## src/ispo_pkg.sv

```systemverilog
package ispo_pkg;
  // ==========================================================
  // Array geometry
  localparam int ARRAY_COLS  = 668;
  localparam int ARRAY_ROWS  = 496;
  localparam int DARK_COLS   = 18;
  localparam int DARK_ROWS   = 6;
  localparam int ACTIVE_COLS = 649;
  localparam int ACTIVE_ROWS = 489;
  localparam int BORDER      = 4;
  localparam int IMG_COL0    = DARK_COLS + BORDER;
  localparam int IMG_ROW0    = DARK_ROWS + BORDER;
  // ==========================================================
  // Timing
  localparam int CLK_PERIOD_NS  = 10;
  localparam int MCLK_MAX_MHZ   = 27;
  localparam int PIX_CYC        = 2;
  localparam int HBLANK_BASE    = 113;
  localparam int HBLANK_MIN     = 9;
  localparam int VBLANK_MIN     = 5;
  localparam int BLACK_SHIFT    = 4;
  localparam int SKEW_MAX_HALF  = 2;
  // ==========================================================
  // Register offsets
  localparam logic [7:0] REG_WIDTH  = 8'h00;
  localparam logic [7:0] REG_HEIGHT = 8'h01;
  localparam logic [7:0] REG_HBLANK = 8'h02;
  localparam logic [7:0] REG_VBLANK = 8'h03;
  localparam logic [7:0] REG_SKEW   = 8'h04;
  localparam logic [7:0] REG_LMODE  = 8'h05;
  localparam logic [7:0] REG_STATUS = 8'h06;
  localparam logic [7:0] REG_BLACK  = 8'h07;
  // ==========================================================
  // Values after reset
  localparam logic [9:0] RST_WIDTH  = 10'h27F;
  localparam logic [9:0] RST_HEIGHT = 10'h1DF;
  localparam logic [9:0] RST_HBLANK = 10'h083;
  localparam logic [9:0] RST_VBLANK = 10'h01C;
  localparam logic [2:0] RST_SKEW   = 3'h0;
  localparam logic       RST_LMODE  = 1'b0;
  // ==========================================================
  // Carriers
  typedef enum logic [1:0] {
    ISPO_GREEN_R,
    ISPO_RED,
    ISPO_BLUE,
    ISPO_GREEN_B
  } ispo_color_t;

  typedef struct packed {
    logic        wr;
    logic        rd;
    logic [7:0]  addr;
    logic [15:0] wdata;
  } ispo_bus_t;

  typedef struct packed {
    logic        frame;
    logic        line;
    logic [9:0]  data;
    ispo_color_t color;
  } ispo_pix_t;
endpackage

```

## src/ispo_pixel_out.sv

```systemverilog
`timescale 1ns/1ps
module ispo_pixel_out #(
  parameter int COL_W = 11,
  parameter int ROW_W = 10
) (
  // Clock and reset
  input  wire logic             clk_in,
  input  wire logic             rst_in,
  // Register port
  input  wire ispo_pkg::ispo_bus_t bus_in,
  output logic [15:0]           rdata_out,
  // Pins and sensor data
  input  wire logic             oe_n_in,
  input  wire logic             standby_in,
  input  wire logic [9:0]       adc_pixel_in,
  // Pixel port
  output logic                  pixel_strobe_out,
  output ispo_pkg::ispo_pix_t   pix_out,
  output logic                  pixel_oe_out
);
  import ispo_pkg::*;

  if (COL_W < 11 || ROW_W < 10) begin : g_chk
    $error("ispo_pixel_out: counters too narrow");
  end

  // ==========================================================
  // Registers
  logic [9:0] width;
  logic [9:0] height;
  logic [9:0] hblank;
  logic [9:0] vblank;
  logic [2:0] skew;
  logic       lmode;
  logic [9:0] black;

  wire logic [9:0] wd10  = bus_in.wdata[9:0];
  wire logic       wr_w  = bus_in.wr && bus_in.addr == REG_WIDTH;
  wire logic       wr_h  = bus_in.wr && bus_in.addr == REG_HEIGHT;
  wire logic       wr_hb = bus_in.wr && bus_in.addr == REG_HBLANK;
  wire logic       wr_vb = bus_in.wr && bus_in.addr == REG_VBLANK;
  wire logic       wr_sk = bus_in.wr && bus_in.addr == REG_SKEW;
  wire logic       wr_lm = bus_in.wr && bus_in.addr == REG_LMODE;
  // Clamp at write so the timing counters never see illegal blanking
  wire logic [9:0] hb_w  = (wd10 < 10'(HBLANK_MIN)) ? 10'(HBLANK_MIN) : wd10;
  wire logic [9:0] vb_w  = (wd10 < 10'(VBLANK_MIN)) ? 10'(VBLANK_MIN) : wd10;
  wire logic signed [2:0] sk_in = bus_in.wdata[2:0];
  wire logic [2:0] sk_w  = (sk_in > 3'sd2) ? 3'sd2 :
                           (sk_in < -3'sd2) ? -3'sd2 : sk_in;

  always_ff @(posedge clk_in or posedge rst_in) begin
    if (rst_in) begin
      width  <= RST_WIDTH;
      height <= RST_HEIGHT;
      hblank <= RST_HBLANK;
      vblank <= RST_VBLANK;
      skew   <= RST_SKEW;
      lmode  <= RST_LMODE;
    end else begin
      if (wr_w) width <= wd10;
      if (wr_h) height <= wd10;
      if (wr_hb) hblank <= hb_w;
      if (wr_vb) vblank <= vb_w;
      if (wr_sk) skew <= sk_w;
      if (wr_lm) lmode <= bus_in.wdata[0];
    end
  end

  // ==========================================================
  // Pin synchronisers
  logic [2:0] oe_sync;
  logic [2:0] sb_sync;
  logic       oe_n;
  logic       standby;

  always_ff @(posedge clk_in or posedge rst_in) begin
    if (rst_in) begin
      oe_sync <= 3'h7;
      sb_sync <= 3'h0;
      oe_n    <= 1'b1;
      standby <= 1'b0;
    end else begin
      oe_sync <= {oe_sync[1:0], oe_n_in};
      sb_sync <= {sb_sync[1:0], standby_in};
      if (oe_sync[1] == oe_sync[2]) oe_n <= oe_sync[2];
      if (sb_sync[1] == sb_sync[2]) standby <= sb_sync[2];
    end
  end

  // ==========================================================
  // Pixel phase and strobe
  logic pix_phase;
  wire logic pix_en = !pix_phase;
  wire logic signed [2:0] skew_s = skew;
  // Only whole-clock shifts exist on a single clock edge
  wire logic invert = (skew_s >= 3'sd2) || (skew_s <= -3'sd2);

  always_ff @(posedge clk_in or posedge rst_in) begin
    if (rst_in) begin
      pix_phase        <= 1'b0;
      pixel_strobe_out <= 1'b0;
    end else begin
      pix_phase        <= !pix_phase;
      pixel_strobe_out <= pix_phase ^ invert;
    end
  end

  // ==========================================================
  // Raster counters
  logic [COL_W-1:0] col;
  logic [ROW_W-1:0] row;

  wire logic [COL_W-1:0] col_last = COL_W'(width) + COL_W'(HBLANK_BASE) + COL_W'(hblank);
  wire logic [ROW_W-1:0] row_last = ROW_W'(height) + ROW_W'(vblank) + ROW_W'(1);
  wire logic col_wrap = col >= col_last;
  wire logic row_wrap = row >= row_last;
  wire logic in_cols  = col <= COL_W'(width);
  wire logic frame_a  = row <= ROW_W'(height);
  wire logic line_a   = frame_a && in_cols;
  // Dark rows sit at the end of vertical blanking
  wire logic dark_row = row > row_last - ROW_W'(DARK_ROWS);

  always_ff @(posedge clk_in or posedge rst_in) begin
    if (rst_in) begin
      col <= '0;
      row <= '0;
    end else if (standby) begin
      col <= '0;
      row <= '0;
    end else if (pix_en) begin
      col <= col_wrap ? '0 : col + COL_W'(1);
      if (col_wrap) row <= row_wrap ? '0 : row + ROW_W'(1);
    end
  end

  // ==========================================================
  // Black level and correction
  wire logic signed [11:0] diff = $signed({2'b00, adc_pixel_in}) - $signed({2'b00, black});
  wire logic signed [11:0] step = diff >>> BLACK_SHIFT;
  wire logic [11:0] blk_sum = {2'b00, black} + step;
  wire logic [9:0] next_black = blk_sum[9:0];
  wire logic [9:0] corr = (adc_pixel_in > black) ? adc_pixel_in - black : 10'h000;

  always_ff @(posedge clk_in or posedge rst_in) begin
    if (rst_in) begin
      black <= 10'h000;
    end else if (pix_en && !standby && dark_row && in_cols) begin
      black <= next_black;
    end
  end

  // ==========================================================
  // Colour and output
  wire logic r_odd = row[0] ^ IMG_ROW0[0];
  wire logic c_odd = col[0] ^ IMG_COL0[0];
  ispo_color_t color_a;
  assign color_a = !r_odd ? (c_odd ? ISPO_RED : ISPO_GREEN_R)
                          : (c_odd ? ISPO_GREEN_B : ISPO_BLUE);
  wire logic line_q = lmode ? in_cols : line_a;

  ispo_pix_t next_pix;
  assign next_pix.frame = frame_a && !standby;
  assign next_pix.line  = line_q && !standby;
  assign next_pix.data  = (line_a && !standby) ? corr : 10'h000;
  assign next_pix.color = color_a;

  always_ff @(posedge clk_in or posedge rst_in) begin
    if (rst_in) begin
      pix_out <= '0;
    end else if (pix_en) begin
      pix_out <= next_pix;
    end
  end

  assign pixel_oe_out = !oe_n;

  // ==========================================================
  // Read port
  wire logic [15:0] stat = {standby, pix_out.frame, pix_out.line, 3'h0, row[9:0]};
  logic [15:0] rmux;
  always_comb begin
    case (bus_in.addr)
      REG_WIDTH:  rmux = {6'h00, width};
      REG_HEIGHT: rmux = {6'h00, height};
      REG_HBLANK: rmux = {6'h00, hblank};
      REG_VBLANK: rmux = {6'h00, vblank};
      REG_SKEW:   rmux = {13'h0000, skew};
      REG_LMODE:  rmux = {15'h0000, lmode};
      REG_STATUS: rmux = stat;
      REG_BLACK:  rmux = {6'h00, black};
      default:    rmux = 16'h0000;
    endcase
  end

  always_ff @(posedge clk_in or posedge rst_in) begin
    if (rst_in) rdata_out <= 16'h0000;
    else rdata_out <= bus_in.rd ? rmux : 16'h0000;
  end

  // ==========================================================
  // Checks
  chk_strobe_toggle: assert property (@(posedge clk_in) disable iff (rst_in)
    !$past(rst_in) && !$past(rst_in, 2) && !$past(wr_sk, 2) && $stable(invert)
    |-> pixel_strobe_out != $past(pixel_strobe_out))
    else $error("strobe did not toggle");

  chk_strobe_blank: assert property (@(posedge clk_in) disable iff (rst_in)
    !pix_out.frame && !wr_sk && $stable(invert) |-> ##2 $changed(pixel_strobe_out))
    else $error("strobe stopped in blanking");

  chk_strobe_edge: assert property (@(posedge clk_in) disable iff (rst_in)
    $rose(pixel_strobe_out) && !invert && !$past(invert) |-> $stable(pix_out) && $past(pix_en, 2))
    else $error("strobe rise not one clock after data");

  chk_skew_invert: assert property (@(posedge clk_in) disable iff (rst_in)
    $past(invert) && $stable(invert) |-> pixel_strobe_out == !$past(pix_phase))
    else $error("shifted strobe wrong phase");

  chk_line_frame: assert property (@(posedge clk_in) disable iff (rst_in)
    !lmode && !$past(lmode) && !$past(lmode, 2) && pix_out.line |-> pix_out.frame)
    else $error("line outside frame");

  chk_blank_zero: assert property (@(posedge clk_in) disable iff (rst_in)
    !pix_out.line |-> pix_out.data == 10'h000)
    else $error("data not zero in blanking");

  chk_pixel_hold: assert property (@(posedge clk_in) disable iff (rst_in)
    pix_en |=> ##1 $stable(pix_out))
    else $error("pixel changed mid period");

  chk_oe_off: assert property (@(posedge clk_in) disable iff (rst_in)
    oe_sync[1] && oe_sync[2] |=> !pixel_oe_out)
    else $error("drivers on while disabled");

  chk_standby_off: assert property (@(posedge clk_in) disable iff (rst_in)
    standby && $past(standby) && $past(standby, 2) |-> !pix_out.frame && row == '0)
    else $error("imaging active in standby");

  chk_hblank_min: assert property (@(posedge clk_in) disable iff (rst_in)
    hblank >= 10'(HBLANK_MIN))
    else $error("hblank below minimum");

  chk_reset_dflt: assert property (@(posedge clk_in) disable iff (rst_in)
    $past(rst_in) |-> width == RST_WIDTH && hblank == RST_HBLANK && skew == RST_SKEW)
    else $error("register not at default");

  chk_bayer_red: assert property (@(posedge clk_in) disable iff (rst_in)
    pix_en && !standby ##1 pix_out.color == ISPO_RED |-> !$past(r_odd) && $past(c_odd))
    else $error("bayer order wrong");

  chk_black_dark: assert property (@(posedge clk_in) disable iff (rst_in)
    $changed(black) |-> $past(dark_row) && $past(in_cols) && $past(pix_en) && !$past(standby))
    else $error("black level moved outside dark rows");

  chk_frame_low: assert property (@(posedge clk_in) disable iff (rst_in)
    pix_en && !frame_a |=> !pix_out.frame)
    else $error("frame high outside frame rows");

  chk_frame_high: assert property (@(posedge clk_in) disable iff (rst_in)
    pix_en && frame_a && !standby |=> pix_out.frame)
    else $error("frame low inside frame rows");

  chk_pixel_data: assert property (@(posedge clk_in) disable iff (rst_in)
    pix_en && line_a && !standby |=> pix_out.data == $past(corr))
    else $error("pixel value not launched");

  chk_row_step: assert property (@(posedge clk_in) disable iff (rst_in)
    pix_en && col_wrap && !row_wrap && !standby |=> row == $past(row) + ROW_W'(1))
    else $error("row did not advance at line end");

  chk_line_mode: assert property (@(posedge clk_in) disable iff (rst_in)
    pix_en && lmode && in_cols && !standby |=> pix_out.line)
    else $error("line low in column mode");

  chk_line_blank: assert property (@(posedge clk_in) disable iff (rst_in)
    pix_en && !lmode && !line_a |=> !pix_out.line)
    else $error("line high outside valid area");

  chk_standby_sync: assert property (@(posedge clk_in) disable iff (rst_in)
    sb_sync[1] && sb_sync[2] |=> standby)
    else $error("standby not taken after sync");
endmodule

```

## config.mk

```make
export PLATFORM = sky130hd
export DESIGN_NAME = ispo_pixel_out
export DESIGN_NICKNAME = d
export VERILOG_FILES = /design/src/ispo_pkg.sv /design/src/ispo_pixel_out.sv
export SDC_FILE = /design/constraint.sdc
export NUM_CORES = 1
export LEC_CHECK = 0
export BUFFER_PORTS_ARGS = -buffer_cell sky130_fd_sc_hd__buf_2
export CAP_MARGIN = 15
export CORE_MARGIN = 5
export CORE_UTILIZATION = 40
export DETAILED_ROUTE_END_ITERATION = 8
export PLACE_DENSITY = 0.54
export REMOVE_ABC_BUFFERS = 1
export SLEW_MARGIN = 20
export SYNTH_ARGS = -nofsm -noshare
export SYNTH_HDL_FRONTEND = slang
export SYNTH_SLANG_ARGS = --single-unit
```

## constraint.sdc

```tcl
create_clock -name clk_in -period 4.85 [get_ports clk_in]
set_input_delay 0.97 -clock clk_in [delete_from_list [all_inputs] [get_ports clk_in]]
set_output_delay 0.97 -clock clk_in [all_outputs]
set_load 0.01 [all_outputs]
```

Word-level counts from Yosys, hierarchy flattened
Cells that the tools add are included.

Flip-flop bits (word level): 115.

Add/subtract/negate cells: 10. Order comparisons: 12. Equal/unequal tests: 10. Multiplexer cells: 19. Bitwise operators: 1. Reductions and logical operators: 20.

Operator list (number): $pmux W16 S8 (1); $mux W10 (8); $mux W11 (3); $eq A8 B3 Y1 const B (4); $add A10 B1 Y10 const B (2); $gt A10 B10 Y1 (2); $eq A8 B2 Y1 const B (2); $mux W16 (1); $logic_and A1 B1 Y1 (13); $add A10 B7 Y11 const B (1); $add A11 B1 Y11 const B (1); $add A11 B10 Y11 (1); $ge A11 B11 Y1 (1); $le A11 B10 Y1 (1); $sub A10 B10 Y11 (1); $add A10 B10 Y10 (1); $add A10 B7 Y10 (1); $ge A10 B10 Y1 (1); $le A10 B10 Y1 (1); $lt A10 B3 Y1 const B (1); $lt A10 B4 Y1 const B (1); $sub A10 B10 Y10 (1); $sub A10 B3 Y10 const B (1); $eq A8 B1 Y1 const B (1); 15 further kinds (21).

Logic depth before layout (Yosys ltp)
Depth in word-level cells: 7. Depth in mapped cells: 23. Depth with buffers taken out: 22.

Worst setup path after synthesis
Ideal clock, no wire load.

Path type: register -> register. Start: reg width[1]. End: reg row[7]. Library setup time: 96 ps. Arrival: 4034 ps. Path slack: 720 ps. Stages on the path, launching flop included: 22. Path buffers: 1. Cell sequence: dfstp_2 -> ha_1 -> ha_1 -> fa_1 -> a21oi_1 -> nor2_1 -> nor2_1 -> o21bai_1 -> a21oi_1 -> o21bai_1 -> a21oi_1 -> xor2_1 -> ha_1 -> nand4_1 -> nor3_1 -> o311ai_0 -> a31oi_1 -> clkbuf_1 -> nand4_1 -> o21ai_2 -> nor2_4 -> o31ai_1.

Word-level cells in the longest chain between the ends: 5.

RTL lines: start, declared (line ispo_pixel_out.sv:29) `logic [9:0] width;`; start signal, assigned (line ispo_pixel_out.sv:60) `if (wr_w) width <= wd10;`; $add A10 B7 Y11 (line ispo_pixel_out.sv:113) `wire logic [COL_W-1:0] col_last = COL_W'(width) + COL_W'(HBLANK_BASE) + COL_W'(hblank);`; $add A11 B10 Y11 (line ispo_pixel_out.sv:113); $ge A11 B11 Y1 (line ispo_pixel_out.sv:115) `wire logic col_wrap = col >= col_last;`; $reduce_bool A2 Y1 (no source line); $reduce_and A2 Y1 (no source line); end signal, assigned (line ispo_pixel_out.sv:132) `if (col_wrap) row <= row_wrap ? '0 : row + ROW_W'(1);`; end, declared (line ispo_pixel_out.sv:111) `logic [ROW_W-1:0] row;`.

No other way between the ends. A chain may end at the register's enable or synchronous reset.

Final worst setup path
Start: reg width[1]. End: reg row[5].

The elaborated chain is that of the path after synthesis.

==> impl_results.md <==
- Number of placement rows: 51
- Cell count after synthesis: 867
- Worst setup slack for register-to-register paths: 330 ps
- CTS tree: yes
- Number of levels in the clock H-tree: 3
- Total I/O pin count: 72
- Smallest setup slack after layout: 327 ps
- Initial Util: 0.406
- Synthesis Warnings: 0
- Slowest CP cell: sky130_fd_sc_hd__dfstp_2
- Placeable core region: 19400 um^2
- R2R cell count: 21
- Number of distinct standard cells referenced by the synthesized netlist: 68
- Overall die area: 22600 um^2
- Top fanout value on the critical path: 8
- Cell with the most instances on the worst path: sky130_fd_sc_hd__ha_1
- Combined global-route utilization of all metal layers: 0.195
- Area contributors post-synth: sky130_fd_sc_hd__dfrtp_1 27%, sky130_fd_sc_hd__ha_1 16%, sky130_fd_sc_hd__dfstp_2 8.7%
- Post-Route WL: 21300 um
- Routability congestion estimate: 0.845
- Vias: 6436
- # DRC: 0
- Power per unit of standard cell area: 342 nW/um^2
- Setup Buffers After CTS: 0
- Count of antenna-violating nets left after detailed routing: 0
- Register bit total from synthesis: 112
- Final routed wire length divided by cell count: 17.8 um
- Number of DRC markers in iteration 0: 274
- Worst vdd ir: 0.186 mV
- Clock edge transition at the registers on the reported setup and hold paths: 80 ps
- Final total negative setup slack: 0 ps
- Area growth from synthesis to final layout: 12.5%
- Number of CTS-inserted buffers: 9
- Startpoint of the lowest-slack register-to-register path: width[1]
- Quantity of I/O buffers inserted on ports: 62
- Category of the most critical setup path: register to register
- Clock root cell: sky130_fd_sc_hd__clkbuf_16
- Post-layout minimum cycle time: 4520 ps
- Cell type with the largest total area after synthesis: sky130_fd_sc_hd__dfrtp_1
- Resize count post-CTS: 0
- Worst setup slack before clock tree synthesis: 110 ps
- Dominant synthesized flop cell: sky130_fd_sc_hd__dfrtp_1
- Capturing element of the worst setup path: row[5]
- Maximum number of pins on one net before global-route repair: 45
- Worst EP required: 5130 ps
- Unrepaired setup endpoints after global routing: no
- Final Power: 3.03 mW
- Ant. Diodes: 0
- Normalized max-slew margin: 0.427
- Arrival @ worst endpoint: 4800 ps
- Destination of the worst register-to-register timing path: row[5]
- Cell area after technology mapping: 7880 um^2
- Capturing element type of the critical path: register
- Leakage power total: 4.28 nW
- Critical path origin: width[1]
- Class of the tightest hold or removal check: register to register
- Critical path's largest stage delay: 570 ps
- Worst-path cell chain: ha_1 -> ha_1 -> fa_1 -> a21oi_1 -> nor2_1 -> nor2_1 -> o21bai_1 -> a21oi_2 -> o21bai_1 -> a21oi_1 -> xor2_1 -> ha_1 -> nand4_1 -> nor3_1 -> o311ai_0 -> a31oi_2 -> buf_4 -> nand2_1 -> buf_4 -> nand2_1 -> o211ai_1
- Grt ovf: 0
- Slew at the pin with the worst max-slew slack: 852 ps
- Status: finished clean
- Leading cell type by number of instances after synthesis: sky130_fd_sc_hd__ha_1
- Peak clock frequency supported by timing: 0.221 GHz
- Antenna violations before repair: 1
- Leading cell types by count after synthesis: 98 x sky130_fd_sc_hd__ha_1, 90 x sky130_fd_sc_hd__nand2_1, 86 x sky130_fd_sc_hd__dfrtp_1, 74 x sky130_fd_sc_hd__inv_1, 72 x sky130_fd_sc_hd__nor2_1
- First-pass GRT wire length: 34000 um
- Slew Viols, Final: 0
- Estimated wirelength of the detail-placed design: 17100 um
- Fraction of the yosys area taken by sequential cells: 0.360
- Die Width: 150 um
- Final nets: 1072
- Proportion of layout cells with a drive suffix above 1: 0.166
- Number of flops mapped to enable cells by yosys: 0
- Worst-skew pair later-pin latency: 360 ps
- Number of clock sinks: 112
- Clock tree buffer depth: 2
- Total of max-cap violations: 0
- Setup violators final: 0
- Hold Fails Final Rpt: 0
- Floorplan die height: 150 um
- Share of the synthesized area in the top cell type: 0.273
- Post-CTS Hold Buffers: 0
- Vias/cell: 5.36
- Kind of start point of the critical path: register
- Final clock period utilization by the worst path: 0.933
- Synth Area per Inst: 9.09 um^2
- Cell family contributing the most delay on the critical path: compound AO/OA/AOI/OAI gates
- Total stage count of the critical path: 21
- Worst path buffer plus inverter count: 2
- DRT Pass-1 Iters: 5
- Via count of the first global-routing pass: 6196
- Worst-case clock skew: 6.96 ps
- Fraction of registers with async set/reset: 1.00
layout by cell type (no fill, tap or decap), types with 4 or more instances in the layout:
master / n
sky130_fd_sc_hd__a21o_1: 10
sky130_fd_sc_hd__a21oi_1: 45
sky130_fd_sc_hd__a22o_1: 10
sky130_fd_sc_hd__a22oi_1: 12
sky130_fd_sc_hd__a31oi_1: 8
sky130_fd_sc_hd__and3_1: 7
sky130_fd_sc_hd__buf_2: 62
sky130_fd_sc_hd__buf_4: 15
sky130_fd_sc_hd__clkbuf_16: 9
sky130_fd_sc_hd__dfrtp_1: 86
sky130_fd_sc_hd__dfstp_2: 26
sky130_fd_sc_hd__fa_1: 4
sky130_fd_sc_hd__ha_1: 98
sky130_fd_sc_hd__inv_1: 73
sky130_fd_sc_hd__mux2_2: 19
sky130_fd_sc_hd__mux2i_1: 5
sky130_fd_sc_hd__nand2_1: 90
sky130_fd_sc_hd__nand2b_1: 5
sky130_fd_sc_hd__nand3_1: 18
sky130_fd_sc_hd__nand4_1: 10
sky130_fd_sc_hd__nor2_1: 72
sky130_fd_sc_hd__nor2b_1: 14
sky130_fd_sc_hd__nor3_1: 18
sky130_fd_sc_hd__o211ai_1: 6
sky130_fd_sc_hd__o21a_1: 9
sky130_fd_sc_hd__o21ai_0: 65
sky130_fd_sc_hd__o21bai_1: 5
sky130_fd_sc_hd__o22ai_1: 7
sky130_fd_sc_hd__o31ai_1: 10
sky130_fd_sc_hd__or3_1: 6
sky130_fd_sc_hd__xnor2_1: 23
sky130_fd_sc_hd__xor2_1: 23
final cells by class:
| class | instances | area [um^2] |
|---|---|---|
| clock buffers | 10 | 239 |
| clock inverters | 6 | 76.3 |
| fillers | 1969 | 10500 |
| inverters | 74 | 280 |
| multi-input cells | 656 | 4680 |
| flip-flops and latches | 112 | 2840 |
| well taps | 265 | 332 |
| repair buffers | 77 | 423 |
per-layer routing:
metal | GRT usage | share of wire | routed length (um) | vias to the layer above
met1 | 0.269 | 0.47 | 10000 | 3104
met5 | 0 | 0.00033 | 7 | -
met3 | 0.0313 | 0.037 | 786 | 24
met4 | 0.0522 | 0.018 | 385 | 2
met2 | 0.320 | 0.47 | 10100 | 111
li1 | - | - | - | 3195
power by group:
part           switching [mW]  internal, mW
Combinational           0.604         0.473
Sequential              0.118          1.04
Clock                   0.374         0.424
worst min path at each step:
stage               depth (start not counted)        from    endpoint  slack (ps)
CTS                                         0  oe_sync[0]  oe_sync[1]         360
floorplan                                   0  sb_sync[0]  sb_sync[1]         330
detailed placement                          0  sb_sync[0]  sb_sync[1]         340
global placement                            0  sb_sync[0]  sb_sync[1]         330
global route                                0  oe_sync[0]  oe_sync[1]         370
finish                                      0  sb_sync[0]  sb_sync[1]         350
kinds of logic after synthesis:
logic type,Yosys count,synth area share
buffers and inverters,101,0.0503
XOR/XNOR,46,0.0511
other,1,0.000476
flip-flops,112,0.360
adder cells (fa/ha/maj),104,0.168
AO/OA/AOI/OAI,215,0.178
multiplexers,25,0.0364
AND/OR/NAND/NOR,263,0.156
sequential cells by signal, summed over array words and instances (netlist names), 10 cells and up:
signal	flops
col	11
pix_out	14
rdata_out	13
row	10
hblank	10
black	10
width	10
vblank	10
height	10
stage by stage:
stage / instance area (um^2) / cells / hold slack, ps / utilization
after floorplan: 7770 / 842 / 331 / -
after global placement: 8520 / 1184 / 333 / 0.439
after detailed placement: 8520 / 1184 / 341 / 0.439
after CTS: 8840 / 1200 / 359 / 0.456
after global routing: 8860 / 1200 / 368 / 0.457
final: 8860 / 1200 / 351 / 0.457
Power figures use the tool's default switching activity.
